===== src/design/timer_ch34_params.svh =====
// register offsets, field positions and reset values of the channel 3/4 mode block
`ifndef TIMER_CH34_PARAMS_SVH
`define TIMER_CH34_PARAMS_SVH
`define MODE_CONFIG_OFFSET     12'h01c
`define MODE_CONFIG_RESET      32'h0000_0000
`define CH34_CTRL_OFFSET       12'h040
`define CH34_STATUS_OFFSET     12'h044
`define ADDR_WIDTH             12
`define C4_CLR_BIT             15
`define C4_MODE_HI             14
`define C4_MODE_LO             12
`define C4_PRE_BIT             11
`define C4_FAST_BIT            10
`define C4_SEL_HI              9
`define C4_SEL_LO              8
`define C3_CLR_BIT             7
`define C3_MODE_HI             6
`define C3_MODE_LO             4
`define C3_PRE_BIT             3
`define C3_FAST_BIT            2
`define C3_SEL_HI              1
`define C3_SEL_LO              0
`define CFG_FIELD_MASK         32'h0000_fcfc
`define RESP_OKAY              2'b00
`define RESP_SLVERR            2'b10
`endif


===== src/design/timer_ch34_pkg.sv =====
// types shared by the channel 3/4 mode block
package timer_ch34_pkg;
   typedef enum logic [1:0] {
      SEL_OUTPUT   = 2'b00,
      SEL_OWN_IN   = 2'b01,
      SEL_OTHER_IN = 2'b10,
      SEL_TRIGGER  = 2'b11
   } dir_sel_e;

   typedef enum logic [1:0] {
      SRC_NONE    = 2'b00,
      SRC_INPUT_3 = 2'b01,
      SRC_INPUT_4 = 2'b10,
      SRC_TRIGGER = 2'b11
   } capture_src_e;

   typedef enum logic [1:0] {
      WR_IDLE = 2'b00,
      WR_RESP = 2'b01
   } wr_state_e;
endpackage : timer_ch34_pkg


===== src/design/timer_ch34_mode_config.sv =====
// channel 3/4 mode configuration register with axi4-lite slave and capture source routing
//
// Contract
// - the mode register sits at byte offset 0x1c and resets to all zeros.
// - channel 4 select 00 is output, 01 input four, 10 input three, 11 internal trigger.
// - channel 3 select 00 is output, 01 input three, 10 input four, 11 internal trigger.
// - code 11 gives a capture input only while an internal trigger is selected by the slave mode field.
// - the channel 4 select field is written only while channel 4 is disabled.
// - the channel 3 select field is written only while channel 3 is disabled.
// - channel 4 output fields are clear enable 15, mode 14:12, preload 11, fast 10, all zero at reset.
// - channel 3 output fields are clear enable 7, mode 6:4, preload 3, fast 2, all zero at reset.
// - in input mode bits 15:12 are the channel 4 filter and 11:10 its prescaler.
// - in input mode bits 7:4 are the channel 3 filter and 3:2 its prescaler.
//
// The AXI4-Lite interface to the registers was decided locally.
`include "timer_ch34_params.svh"
`timescale 1ns/1ps
`default_nettype none
module timer_ch34_mode_config (
   input  wire logic                         aclk,
   input  wire logic                         aresetn,
   input  wire logic [11:0]                  s_axi_awaddr,
   input  wire logic                         s_axi_awvalid,
   output var  logic                         s_axi_awready,
   input  wire logic [31:0]                  s_axi_wdata,
   input  wire logic [3:0]                   s_axi_wstrb,
   input  wire logic                         s_axi_wvalid,
   output var  logic                         s_axi_wready,
   output var  logic [1:0]                   s_axi_bresp,
   output var  logic                         s_axi_bvalid,
   input  wire logic                         s_axi_bready,
   input  wire logic [11:0]                  s_axi_araddr,
   input  wire logic                         s_axi_arvalid,
   output var  logic                         s_axi_arready,
   output var  logic [31:0]                  s_axi_rdata,
   output var  logic [1:0]                   s_axi_rresp,
   output var  logic                         s_axi_rvalid,
   input  wire logic                         s_axi_rready,
   input  wire logic                         trigger_select_internal,
   output var  logic                         chan_three_is_output,
   output var  logic                         chan_four_is_output,
   output var  timer_ch34_pkg::capture_src_e chan_three_capture_src,
   output var  timer_ch34_pkg::capture_src_e chan_four_capture_src,
   output var  logic [15:0]                  mode_fields
);
   import timer_ch34_pkg::*;

   // ----------------------------------------------------------------
   // decode helpers
   // ----------------------------------------------------------------
   function automatic capture_src_e route(input logic [1:0] sel, input logic own_is_four,
                                          input logic trig_ok);
      capture_src_e src;
      src = SRC_NONE;
      case (sel)
         SEL_OWN_IN:   src = own_is_four ? SRC_INPUT_4 : SRC_INPUT_3;
         SEL_OTHER_IN: src = own_is_four ? SRC_INPUT_3 : SRC_INPUT_4;
         SEL_TRIGGER:  src = trig_ok ? SRC_TRIGGER : SRC_NONE;
         default:      src = SRC_NONE;
      endcase
      return src;
   endfunction : route

   function automatic logic [31:0] merge(input logic [31:0] old, input logic [31:0] wd,
                                         input logic [3:0] st);
      logic [31:0] res;
      res = old;
      for (int b = 0; b < 4; b++) begin
         if (st[b]) begin
            res[b*8 +: 8] = wd[b*8 +: 8];
         end
      end
      return res;
   endfunction : merge

   // ----------------------------------------------------------------
   // register state
   // ----------------------------------------------------------------
   logic [15:0] mode_cfg;
   logic [15:0] next_mode_cfg;
   logic [1:0]  chan_enables;           // bit0 channel 3 enable, bit1 channel 4 enable
   logic [1:0]  next_chan_enables;
   logic [1:0]  refused;                // sticky: a select write was held back
   logic [1:0]  next_refused;

   // handshake flags, all registered
   logic        awready_q;
   logic        wready_q;
   logic        arready_q;
   logic        bvalid_q;

   // write channel capture, either order
   logic        aw_held;
   logic        next_aw_held;
   logic [11:0] aw_addr;
   logic [11:0] next_aw_addr;
   logic        w_held;
   logic        next_w_held;
   logic [31:0] w_data;
   logic [31:0] next_w_data;
   logic [3:0]  w_strb;
   logic [3:0]  next_w_strb;
   wr_state_e   wr_state;
   wr_state_e   next_wr_state;
   logic [1:0]  next_bresp;

   logic        rvalid;
   logic        next_rvalid;
   logic [31:0] rdata;
   logic [31:0] next_rdata;
   logic [1:0]  rresp;
   logic [1:0]  next_rresp;

   logic [1:0]  bresp;
   logic        three_out;
   logic        four_out;
   logic        next_three_out;
   logic        next_four_out;
   capture_src_e src3;
   capture_src_e src4;
   capture_src_e next_src3;
   capture_src_e next_src4;

   logic        do_write;
   logic [31:0] wd;

   // ----------------------------------------------------------------
   // write path
   // ----------------------------------------------------------------
   always_comb begin
      next_aw_held      = aw_held;
      next_aw_addr      = aw_addr;
      next_w_held       = w_held;
      next_w_data       = w_data;
      next_w_strb       = w_strb;
      next_wr_state     = wr_state;
      next_bresp        = bresp;
      next_mode_cfg     = mode_cfg;
      next_chan_enables = chan_enables;
      next_refused      = refused;
      do_write          = 1'b0;
      wd                = 32'h0000_0000;
      // take a channel only while its ready is shown, or the master would repeat the transfer
      if (s_axi_awvalid && awready_q) begin
         next_aw_held = 1'b1;
         next_aw_addr = s_axi_awaddr;
      end
      if (s_axi_wvalid && wready_q) begin
         next_w_held = 1'b1;
         next_w_data = s_axi_wdata;
         next_w_strb = s_axi_wstrb;
      end
      case (wr_state)
         WR_IDLE: begin
            if (aw_held && w_held) begin
               do_write      = 1'b1;
               next_aw_held  = 1'b0;
               next_w_held   = 1'b0;
               next_wr_state = WR_RESP;
               next_bresp    = `RESP_OKAY;
               if (aw_addr[11:2] == `MODE_CONFIG_OFFSET >> 2) begin
                  wd = merge({16'h0000, mode_cfg}, w_data, w_strb);
                  // upper half is reserved and kept at zero
                  next_mode_cfg = wd[15:0] & 16'(`CFG_FIELD_MASK);
                  if (!chan_enables[0]) begin
                     next_mode_cfg[`C3_SEL_HI:`C3_SEL_LO] = wd[`C3_SEL_HI:`C3_SEL_LO];
                  end else if (wd[`C3_SEL_HI:`C3_SEL_LO] != mode_cfg[`C3_SEL_HI:`C3_SEL_LO]) begin
                     next_mode_cfg[`C3_SEL_HI:`C3_SEL_LO] = mode_cfg[`C3_SEL_HI:`C3_SEL_LO];
                     next_refused[0] = 1'b1;
                  end else begin
                     next_mode_cfg[`C3_SEL_HI:`C3_SEL_LO] = mode_cfg[`C3_SEL_HI:`C3_SEL_LO];
                  end
                  if (!chan_enables[1]) begin
                     next_mode_cfg[`C4_SEL_HI:`C4_SEL_LO] = wd[`C4_SEL_HI:`C4_SEL_LO];
                  end else if (wd[`C4_SEL_HI:`C4_SEL_LO] != mode_cfg[`C4_SEL_HI:`C4_SEL_LO]) begin
                     next_mode_cfg[`C4_SEL_HI:`C4_SEL_LO] = mode_cfg[`C4_SEL_HI:`C4_SEL_LO];
                     next_refused[1] = 1'b1;
                  end else begin
                     next_mode_cfg[`C4_SEL_HI:`C4_SEL_LO] = mode_cfg[`C4_SEL_HI:`C4_SEL_LO];
                  end
               end else if (aw_addr[11:2] == `CH34_CTRL_OFFSET >> 2) begin
                  if (w_strb[0]) begin
                     next_chan_enables = w_data[1:0];
                  end
               end else if (aw_addr[11:2] == `CH34_STATUS_OFFSET >> 2) begin
                  // write one to clear
                  if (w_strb[0]) begin
                     next_refused = refused & ~w_data[1:0];
                  end
               end else begin
                  next_bresp = `RESP_SLVERR;
               end
            end
         end
         WR_RESP: begin
            if (s_axi_bready) begin
               next_wr_state = WR_IDLE;
            end
         end
         default: next_wr_state = WR_IDLE;
      endcase
   end

   // ----------------------------------------------------------------
   // read path, one cycle after address accept
   // ----------------------------------------------------------------
   always_comb begin
      next_rvalid = rvalid;
      next_rdata  = rdata;
      next_rresp  = rresp;
      if (rvalid && s_axi_rready) begin
         next_rvalid = 1'b0;
      end
      if (arready_q && s_axi_arvalid) begin
         next_rvalid = 1'b1;
         next_rresp  = `RESP_OKAY;
         if (s_axi_araddr[11:2] == `MODE_CONFIG_OFFSET >> 2) begin
            next_rdata = {16'h0000, mode_cfg};
         end else if (s_axi_araddr[11:2] == `CH34_CTRL_OFFSET >> 2) begin
            next_rdata = {30'h0, chan_enables};
         end else if (s_axi_araddr[11:2] == `CH34_STATUS_OFFSET >> 2) begin
            next_rdata = {28'h0, refused, four_out, three_out};
         end else begin
            next_rdata = 32'h0000_0000;
            next_rresp = `RESP_SLVERR;
         end
      end
   end

   // ----------------------------------------------------------------
   // channel routing outputs
   // ----------------------------------------------------------------
   always_comb begin
      next_three_out = (next_mode_cfg[`C3_SEL_HI:`C3_SEL_LO] == SEL_OUTPUT);
      next_four_out  = (next_mode_cfg[`C4_SEL_HI:`C4_SEL_LO] == SEL_OUTPUT);
      next_src3 = route(next_mode_cfg[`C3_SEL_HI:`C3_SEL_LO], 1'b0, trigger_select_internal);
      next_src4 = route(next_mode_cfg[`C4_SEL_HI:`C4_SEL_LO], 1'b1, trigger_select_internal);
   end

   always_ff @(posedge aclk) begin
      if (!aresetn) begin
         mode_cfg     <= 16'(`MODE_CONFIG_RESET);
         chan_enables <= 2'b00;
         refused      <= 2'b00;
         aw_held      <= 1'b0;
         aw_addr      <= 12'h000;
         w_held       <= 1'b0;
         w_data       <= 32'h0000_0000;
         w_strb       <= 4'h0;
         wr_state     <= WR_IDLE;
         bresp        <= `RESP_OKAY;
         rvalid       <= 1'b0;
         rdata        <= 32'h0000_0000;
         rresp        <= `RESP_OKAY;
         three_out    <= 1'b1;
         four_out     <= 1'b1;
         src3         <= SRC_NONE;
         src4         <= SRC_NONE;
      end else begin
         mode_cfg     <= next_mode_cfg;
         chan_enables <= next_chan_enables;
         refused      <= next_refused;
         aw_held      <= next_aw_held;
         aw_addr      <= next_aw_addr;
         w_held       <= next_w_held;
         w_data       <= next_w_data;
         w_strb       <= next_w_strb;
         wr_state     <= next_wr_state;
         bresp        <= next_bresp;
         rvalid       <= next_rvalid;
         rdata        <= next_rdata;
         rresp        <= next_rresp;
         three_out    <= next_three_out;
         four_out     <= next_four_out;
         src3         <= next_src3;
         src4         <= next_src4;
      end
   end

   // ready flags are registered state in disguise: high only while idle and not yet holding
   always_ff @(posedge aclk) begin
      if (!aresetn) begin
         awready_q <= 1'b0;
         wready_q  <= 1'b0;
         arready_q <= 1'b0;
         bvalid_q  <= 1'b0;
      end else begin
         awready_q <= !next_aw_held && next_wr_state == WR_IDLE && !(s_axi_awvalid && awready_q);
         wready_q  <= !next_w_held && next_wr_state == WR_IDLE && !(s_axi_wvalid && wready_q);
         arready_q <= !next_rvalid && !(s_axi_arvalid && arready_q);
         bvalid_q  <= (next_wr_state == WR_RESP);
      end
   end

   assign s_axi_awready          = awready_q;
   assign s_axi_wready           = wready_q;
   assign s_axi_arready          = arready_q;
   assign s_axi_bvalid           = bvalid_q;
   assign s_axi_bresp            = bresp;
   assign s_axi_rvalid           = rvalid;
   assign s_axi_rdata            = rdata;
   assign s_axi_rresp            = rresp;
   assign chan_three_is_output   = three_out;
   assign chan_four_is_output    = four_out;
   assign chan_three_capture_src = src3;
   assign chan_four_capture_src  = src4;
   assign mode_fields            = mode_cfg;
endmodule : timer_ch34_mode_config
`default_nettype wire


===== config.mk =====
export PLATFORM = sky130hd
export DESIGN_NAME = timer_ch34_mode_config
export DESIGN_NICKNAME = d
export VERILOG_FILES = /design/src/design/timer_ch34_pkg.sv /design/src/design/timer_ch34_mode_config.sv
export VERILOG_INCLUDE_DIRS = /design/src /design/src/design
export SDC_FILE = /design/constraint.sdc
export NUM_CORES = 1
export LEC_CHECK = 0
export ABC_AREA = 1
export CAP_MARGIN = 25
export CORE_ASPECT_RATIO = 1.75
export CORE_MARGIN = 3
export CORE_UTILIZATION = 55
export DETAILED_ROUTE_END_ITERATION = 16
export DONT_BUFFER_PORTS = 1
export PLACE_DENSITY = 0.71
export SYNTH_ARGS = -nofsm -noshare
export SYNTH_HDL_FRONTEND = slang
export SYNTH_SLANG_ARGS = --single-unit

===== constraint.sdc =====
create_clock -name aclk -period 3.6 [get_ports aclk]
set_input_delay 0.18 -clock aclk [delete_from_list [all_inputs] [get_ports aclk]]
set_output_delay 0.18 -clock aclk [all_outputs]
set_load 0.01 [all_outputs]

==> results.tsv, run 1 <==
metric	value	unit
largest net degree at the start of global routing	60	
period utilization	54.0	%
CP arrival	2200	ps
CTS tree	built	
unrepaired setup endpoints after global routing	false	
CP required	3860	ps
post-synthesis register bit count	81	
Starting DRT DRC Count	123	
max_slew headroom	43.8	%
Core Util, Final	62.1	%
vias in the first global route	2658	
Fmax	514	MHz
total wire length	7540	µm
clk sinks	81	
Worst Setup Path Type	reg -> reg	
die height	110	µm
Num CTS Buffers	9	
busiest metal layer after global routing	met2	
setup violators final	0	
GR Util met3	7.00	%
Avg Inst Size Synth	7.33	µm²
setup TNS	0	ps
met1 GRT Util	22.8	%
library cells used by synthesis	29	
cts hold-fix bufs	11	
diode count	0	
Die Area	0.00723	mm²
CP max stage delay	580	ps
CTS Buffer Depth	2	
Total GRT Usage	22.1	%
Pins Over Slew Limit	0	
Rows	37	
I/O pin total	131	
Clock Latency Late Sink	360	ps
Worst-Margin Slew	841	ps
Worst setup SP type	register	
Pleak	1.51	nW
M2 GR Usage	38.5	%
first-pass detailed-route iteration total	4	
gpl congestion	0.959	
global route total overflow	0	
port bufs	0	
width of the die	65.6	µm
Root Driver	clkbuf_8	
Post-synth EDFFs	0	
YS warnings	0	
Slowest cell on crit path	dlygate4sd3_1	
worst vdd ir	0.422	mV
hpwl dp	5350	µm
initial core utilization	57.2	%
fin nets	539	
DR vias	2866	
crit-path cells	nand2_1, o21ai_0, dlygate4sd3_1, nor2_1	
register area share after synthesis	47.5	%
Clk pin slew, worst setup/hold paths	80	ps
top_reg_cell synth	dfxtp_1	
Cells after Synth	466	
CTS HTree Levels	3	
DRC Markers	0	
Tmin final	1940	ps
global-route wire length before repair	12000	µm
Mapped Area	0.00342	mm²
Power Dens Cells	488	mW/mm²
CORE AREA	0.00597	mm²
layout cells sized above 1	7.58	%
Layout fillers	570	
Synth-to-Final Area Change	8.57	%
critical path fanouts, max	29	
clk_skew	9.94	ps
Avg WL per Cell	13.6	µm
Hold Fails Final Rpt	0	
post-CTS sizing	0	
Hold Path Class	in -> reg	
Max Cap Viol	0	
Antenna Nets Post-Route	0	
vias per std cell	5.18	
endpoint type of the worst setup path	register	
initial antenna violation count	0	
fraction of registers with async set/reset	0	%
status	finished, final reports clean	
setup repair bufs after CTS	0	
[stage by stage]
step	hold slack, ps	cell area, µm²	power, mW	worst slack [ps]	instances
CTS	4.07	3710	1.82	1640	553
global route	26.4	3710	1.90	1490	553
global placement	312	3380	1.11	1730	527
finish	11.8	3710	1.81	1660	553
floorplan	304	3480	1.11	2260	484
detailed placement	315	3380	1.11	1690	527
[cell type report]
cell class	count	area, µm²	share of cell area, %
clock buffer	12	165	4.45
clock inverter	3	47.5	1.28
inverter	57	214	5.77
multi-input combinational	311	1440	38.9
sequential	81	1620	43.7
tap	78	97.6	2.63
timing repair buffer	11	120	3.24
[state kept, by name, summed over array words and instances (netlist names)]
signal and flops:
s_axi_rdata 16, refused 2, chan_four_capture_src 2, s_axi_arready 1
s_axi_rvalid 1, chan_enables 2, aw_addr 10, w_data 16
chan_three_is_output 1, s_axi_bvalid 1, aw_held 1, w_held 1
w_strb 2, mode_fields 16, s_axi_wready 1, s_axi_bresp 1
s_axi_rresp 1, s_axi_awready 1, wr_state 2, chan_three_capture_src 2
chan_four_is_output 1
[where the power goes]
group          internal (mW)  leakage [nW]  switching (mW)
Clock                  0.377         0.109           0.321
Sequential             0.937         0.662          0.0337
Combinational         0.0486         0.744          0.0938
[layer usage]
metal,part of all wire (%),vias up
met1,38,1283
met2,52,87
met3,5.4,23
met5,0,-
met4,4.6,0
li1,-,1473
[cell usage after synthesis, types with 2 or more instances]
cell type	count	area share, %
nor2_2	8	1.5
nor3_1	2	0.29
nor2_4	2	0.66
nor2_1	52	5.7
o21ai_0	59	8.6
nand3_1	17	2.5
a31oi_1	2	0.37
clkbuf_1	14	1.5
a21oi_1	58	8.5
nand2_1	73	8.0
nand2_2	3	0.55
buf_4	19	4.2
o21ai_1	5	0.73
buf_2	2	0.29
inv_2	3	0.33
dfxtp_1	81	47
inv_1	53	5.8
o21a_1	2	0.44
[cells by family after synthesis]
group           after synthesis  share of synthesized area [%]
simple gates                165                           21.2
flops                        81                           47.5
buf+inv                      92                           12.3
compound gates              127                           18.9
other cells                   1                          0.110
[worst max-delay path, delay by kind of cell (launching register included)]
family | cells | cell delay, ps
compound gates | 1 | 320
simple gates | 2 | 550
buf+inv | 1 | 580
flops | 1 | 390
[path summary, 6_finish.rpt]
path	cells after the start	endpoint	from	slack [ps]
worst min-delay path	2	w_data[7]	s_axi_wdata[7]	10
worst max register to register	4	w_data[11]	s_axi_wready	1660
worst min register to register	2	w_data[7]	w_data[7]	450
worst max-delay path	4	w_data[11]	s_axi_wready	1660
[cells in the final DEF, fill, tap and decap left out, types with 2 or more instances in the layout]
master / n
inv_1: 53
nor2_1: 52
nand2_1: 73
nor2_2: 8
clkbuf_8: 12
nand3_1: 17
inv_2: 3
dfxtp_1: 81
a21oi_1: 58
conb_1: 19
a31oi_1: 2
o21ai_0: 59
nor2_4: 2
nand2_2: 3
o21a_1: 2
dlygate4sd3_1: 10
nor3_1: 2
o21ai_1: 5
Power figures use the tool's default switching activity.
==> run 2, diff against run 1 <==
==> constraint.sdc (replaced) <==
create_clock -name aclk -period 1.93 [get_ports aclk]
set_input_delay 0.0965 -clock aclk [delete_from_list [all_inputs] [get_ports aclk]]
set_output_delay 0.0965 -clock aclk [all_outputs]
set_load 0.01 [all_outputs]
==> run 2 against run 1 <==
Sequential power grew 86%. Hold slack gained 14 ps. Critical path type unchanged. Fmax grew 10%. Flip-flop and latch count is the same. Largest cell class unchanged.
==> results.tsv, run 2 (synthesis gave the netlist of run 1 again) <==
metric	value	unit	change
clk_skew	8.21	ps	-1.73 ps
Sequential Area	0.00162	mm²	unchanged
setup repair bufs after CTS	0		unchanged
diode count	0		unchanged
Die Area	0.00723	mm²	unchanged
Synth-to-Final Area Change	14.9	%	
Clock Latency Late Sink	350	ps	about the same
total wire length	7640	µm	+1.4%
Register-to-Register Path Depth	6		+2
I/O pin total	131		unchanged
worst hold start	s_axi_arvalid		
gpl congestion	0.907		-5.4%
worst r2r src	aw_addr[4]		
Place WS	150	ps	-1540 ps
global-route wire length before repair	11800	µm	-1.9%
unrepaired setup endpoints after global routing	false		
Worst setup SP type	register		
Max Cap Viol	0		unchanged
post-CTS sizing	0		unchanged
width of the die	65.6	µm	unchanged
Clk network pwr share	34.5	%	-4.0 points
port bufs	0		unchanged
layout cells sized above 1	7.98	%	+0.41 points
Rows	37		unchanged
NetSw	0.830	mW	+85%
Root Driver	clkbuf_8		
Sequential Power Share	56.0	%	+2.4 points
global route total overflow	0		unchanged
clk sinks	81		unchanged
Multi-input gate area	0.00144	mm²	unchanged
DRC Markers	0		unchanged
Pleak	1.60	nW	+5.9%
crit path launch	aw_addr[4]		
Total GRT Usage	21.4	%	-0.74 points
commonest non-fill, non-tap cell in the layout	dfxtp_1		
Tmin final	1770	ps	-178 ps
initial antenna violation count	0		unchanged
Hold Crit Depth	3		+1
CTS tree	built		
Starting DRT DRC Count	176		+43%
Slowest cell on crit path	dfxtp_1		
CTS Buffer Depth	2		unchanged
Power Dens Cells	823	mW/mm²	+69%
CP required	2160	ps	-1700 ps
Avg WL per Cell	13.2	µm	-3.1%
cts hold-fix bufs	33		+22
Internal	2.40	mW	+76%
dpl cell area	0.00341	mm²	+0.89%
reg2reg setup slack	160	ps	-1490 ps
setup TNS	0	ps	unchanged
Comb pwr share	9.5	%	+1.6 points
CP max stage delay	370	ps	-210 ps
die height	110	µm	unchanged
first-pass detailed-route iteration total	4		unchanged
CP arrival	2000	ps	-200 ps
CTS HTree Levels	3		unchanged
hpwl dp	5290	µm	-1.1%
PnR worst setup slack	164	ps	-1490 ps
vias in the first global route	2687		+1.1%
commonest non-fill, non-tap cells in the layout	dfxtp_1 (81), nand2_1 (73), o21ai_0 (59)		
status	finished, final reports clean		
Finished Cell Area	0.00393	mm²	+5.9%
switching share of power	25.7	%	+0.92 points
Fmax	566	MHz	+10%
Antenna Nets Post-Route	0		unchanged
Worst-Margin Slew	593	ps	-247 ps
worst vdd ir	0.637	mV	+51%
Num CTS Buffers	9		unchanged
initial core utilization	57.2	%	unchanged
Hold Path Class	in -> reg		
largest net degree at the start of global routing	60		unchanged
Worst Setup Path Type	reg -> reg		
vias per std cell	5.04		-2.7%
max_slew headroom	60.4	%	+17 points
crit-path cells	nand2_1, nor2_2, nor3b_1, nand3_1, o21ai_0, a21oi_1		
DR vias	2920		+1.9%
endpoint type of the worst setup path	register		
Hold Fails Final Rpt	0		unchanged
fin nets	565		+4.8%
R2R Path End	mode_fields[13]		
Layout fillers	553		-3.0%
Pins Over Slew Limit	0		unchanged
Clk pin slew, worst setup/hold paths	80	ps	about the same
period utilization	91.5	%	+38 points
Hold Crit Endpoint	s_axi_rresp[1]		
CORE AREA	0.00597	mm²	unchanged
setup violators final	0		unchanged
critical path fanouts, max	12		-59%
run 2: per-stage QoR:
stage	power (mW)	hold WS (ps)	util, %	cells
3_3_place_gp	2.08	230	57.1	531
6_report	3.23	25.6	65.8	579
2_1_floorplan	2.07	220	-	484
4_1_cts	3.26	21.3	65.8	579
3_5_place_dp	2.08	231	57.1	531
5_1_grt	3.37	64.7	65.8	579
run 2: per-layer routing:
metal	global-route usage, %	vias up	wire length (µm)
met5	0	-	0
met2	40.5	86	4210
met4	11.0	0	161
li1	-	1514	-
met3	5.07	15	407
met1	21.1	1305	2870
run 2: cell type report:
type | instances | share of cell area (%)
flip-flops and latches | 81 | 41.3
clock inverters | 4 | 0.733
clock buffers | 11 | 3.85
inverters | 57 | 5.45
multi-input cells | 311 | 36.8
well taps | 78 | 2.48
repair buffers | 37 | 9.43
run 2: worst max-delay path by stage:
stage	to
global route	mode_fields[13]
detailed placement	mode_fields[15]
floorplan	mode_fields[14]
global placement	mode_fields[15]
CTS	mode_fields[13]
finish	mode_fields[13]
run 2: worst max-delay path: cells and delay by family (launching register included):
kind	cells	cell delay, ps
AO/OA/AOI/OAI	2	350
AND/OR/NAND/NOR	4	920
flip-flops	1	370
run 2: power by group through the flow:
stage	Sequential [mW]	Combinational [mW]	Clock, mW
4_1_cts	1.81	0.306	1.14
3_5_place_dp	1.85	0.234	0
5_1_grt	1.82	0.354	1.20
3_3_place_gp	1.85	0.228	0
6_report	1.81	0.308	1.12
2_1_floorplan	1.84	0.234	0
==> run 3, diff against run 2 <==
--- a/config.mk
+++ b/config.mk
@@ -8,12 +8,14 @@
 export LEC_CHECK = 0
 export ABC_AREA = 1
 export CAP_MARGIN = 25
+export CELL_PAD_IN_SITES_DETAIL_PLACEMENT = 1
+export CELL_PAD_IN_SITES_GLOBAL_PLACEMENT = 1
 export CORE_ASPECT_RATIO = 1.75
 export CORE_MARGIN = 3
-export CORE_UTILIZATION = 55
+export CORE_UTILIZATION = 43
 export DETAILED_ROUTE_END_ITERATION = 16
 export DONT_BUFFER_PORTS = 1
-export PLACE_DENSITY = 0.71
+export PLACE_DENSITY = 0.79
 export SYNTH_ARGS = -nofsm -noshare
 export SYNTH_HDL_FRONTEND = slang
 export SYNTH_SLANG_ARGS = --single-unit
==> run 3 against run 2 <==
Sequential power barely moved. Register-to-register slack improved by 50 ps. Fmax rose by 2.7%. Total power rose by 12%. Clock skew fell by 3.0 ps. Hold slack got worse by 8.1 ps. Combinational power rose by 5%. Critical endpoint unchanged. Highest routed layer unchanged.
==> results.tsv, run 3 (synthesis gave the netlist of run 1 again) <==
metric	value	unit	change
port bufs	0		unchanged
Comb pwr share	8.9	%	-0.6 points
switching share of power	23.9	%	-1.8 points
Tmin final	1720	ps	-46.0 ps
worst vdd ir	0.539	mV	-15%
Hold Crit Depth	3		unchanged
Total GRT Usage	21.3	%	-0.11 points
vias in the first global route	3239		+21%
CP required	2130	ps	-30 ps
Pleak	1.64	nW	+2.1%
max_slew headroom	62.4	%	+2.0 points
CTS HTree Levels	3		unchanged
die height	124	µm	+12%
Worst setup SP type	register		
CP max stage delay	370	ps	about the same
critical path's top delay family	simple AND/OR/NAND/NOR gates		
Clock Latency Late Sink	330	ps	-20 ps
clk sinks	81		unchanged
initial antenna violation count	0		unchanged
hpwl dp	6230	µm	+18%
Non-Filler Instances	586		+1.2%
Clk pin slew, worst setup/hold paths	60	ps	-20 ps
NetSw	0.867	mW	+4.4%
commonest non-fill, non-tap cell in the layout	dfxtp_1		
CP arrival	1920	ps	-80 ps
cts hold-fix bufs	32		-3.0%
Num CTS Buffers	9		unchanged
Pwr Total	3.63	mW	+12%
status	finished, final reports clean		
CORE AREA	0.00767	mm²	+28%
setup repair bufs after CTS	0		unchanged
gpl congestion	0.777		-14%
DR vias	3024		+3.6%
Synth-to-Final Area Change	17.1	%	
global-route wire length before repair	14800	µm	+25%
Avg WL per Cell	15.7	µm	+19%
layout cells sized above 1	7.23	%	-0.76 points
Pins Over Slew Limit	0		unchanged
setup TNS	0	ps	unchanged
global route total overflow	0		unchanged
Slowest cell on crit path	dfxtp_1		
initial core utilization	44.5	%	-13 points
Hold Fails Final Rpt	0		unchanged
Max Cap Viol	0		unchanged
crit-path cells	nand2_1, nor2_2, nor3b_1, nand3_1, o21ai_0, a21oi_1		
Die Area	0.00909	mm²	+26%
total wire length	9190	µm	+20%
Clk network pwr share	41.1	%	+6.6 points
unrepaired setup endpoints after global routing	false		
Worst-Margin Slew	563	ps	-30.2 ps
clk_skew	5.20	ps	-3.01 ps
Sequential Power Share	50.0	%	-6.0 points
first-pass detailed-route iteration total	4		unchanged
width of the die	73.4	µm	+12%
Hold Crit Endpoint	s_axi_rdata[0]		
CTS Buffer Depth	2		unchanged
commonest non-fill, non-tap cells in the layout	dfxtp_1 (81), nand2_1 (73), o21ai_0 (59)		
Fmax	581	MHz	+2.7%
Starting DRT DRC Count	92		-48%
worst hold start	s_axi_araddr[2]		
placed instance count	541		+1.9%
Hold Path Class	in -> reg		
critical path fanouts, max	12		unchanged
fin nets	564		-0.18%
R2R Path End	mode_fields[13]		
reg2reg setup slack	210	ps	+50 ps
crit path buf inv count	0		unchanged
period utilization	89.1	%	-2.4 points
I/O pin total	131		unchanged
DRC Markers	0		unchanged
endpoint type of the worst setup path	register		
setup violators final	0		unchanged
Rows	42		+14%
Root Driver	clkbuf_16		
CTS tree	built		
Power Dens Cells	906	mW/mm²	+10%
Register-to-Register Path Depth	6		unchanged
largest net degree at the start of global routing	60		unchanged
Antenna Nets Post-Route	0		unchanged
Worst Setup Path Type	reg -> reg		
Layout fillers	961		+74%
diode count	0		unchanged
Internal	2.76	mW	+15%
worst r2r src	aw_addr[4]		
post-CTS sizing	0		unchanged
vias per std cell	5.16		+2.3%
[run 3: per-layer routing]
metal	up-vias	global-route usage, %	share of wire, %
met3	20	6.06	5.2
li1	1513	-	-
met4	0	9.86	3.0
met2	87	40.1	56
met5	-	0	0
met1	1404	20.7	36
[run 3: how the worst max path moves through the flow]
stage / start / to / slack [ps] / depth (start not counted)
2_1_floorplan: aw_addr[11] / mode_fields[14] / 590 / 7
3_3_place_gp: aw_addr[3] / mode_fields[15] / 340 / 6
6_report: aw_addr[4] / mode_fields[13] / 210 / 6
4_1_cts: aw_addr[4] / mode_fields[13] / 220 / 6
5_1_grt: aw_addr[4] / mode_fields[13] / 80 / 6
3_5_place_dp: aw_addr[4] / mode_fields[15] / 270 / 6
[run 3: area by class of cell]
class                   instances  area [µm²]  area share, %
inverters                      57         214           5.35
multi-input cells             311        1440           36.1
flip-flops and latches         81        1620           40.5
clock inverters                 1        5.00          0.125
clock buffers                  12         246           6.16
repair buffers                 36         360           9.01
well taps                      88         110           2.75
[run 3: power groups by stage]
stage                     clock network, mW  registers [mW]  logic, mW
after global routing                   1.61            1.82      0.367
final                                  1.49            1.81      0.323
after detailed placement                  0            1.85      0.245
after global placement                    0            1.85      0.232
after floorplan                           0            1.84      0.234
after CTS                              1.53            1.81      0.317
[run 3: stage by stage]
| step | utilization [%] | area, µm² | hold WS [ps] | setup slack (ps) |
|---|---|---|---|---|
| after global routing | 52.2 | 4000 | 32.9 | 81.5 |
| after CTS | 52.2 | 4000 | 7.15 | 215 |
| after detailed placement | 44.6 | 3420 | 228 | 268 |
| after global placement | 44.6 | 3420 | 231 | 341 |
| final | 52.2 | 4000 | 17.6 | 210 |
| after floorplan | - | 3480 | 220 | 594 |
[run 3: worst min-delay path, cell delays in order]
cell     delay (ps)
nor3_1           60
nand2_1          60
a31oi_1          80
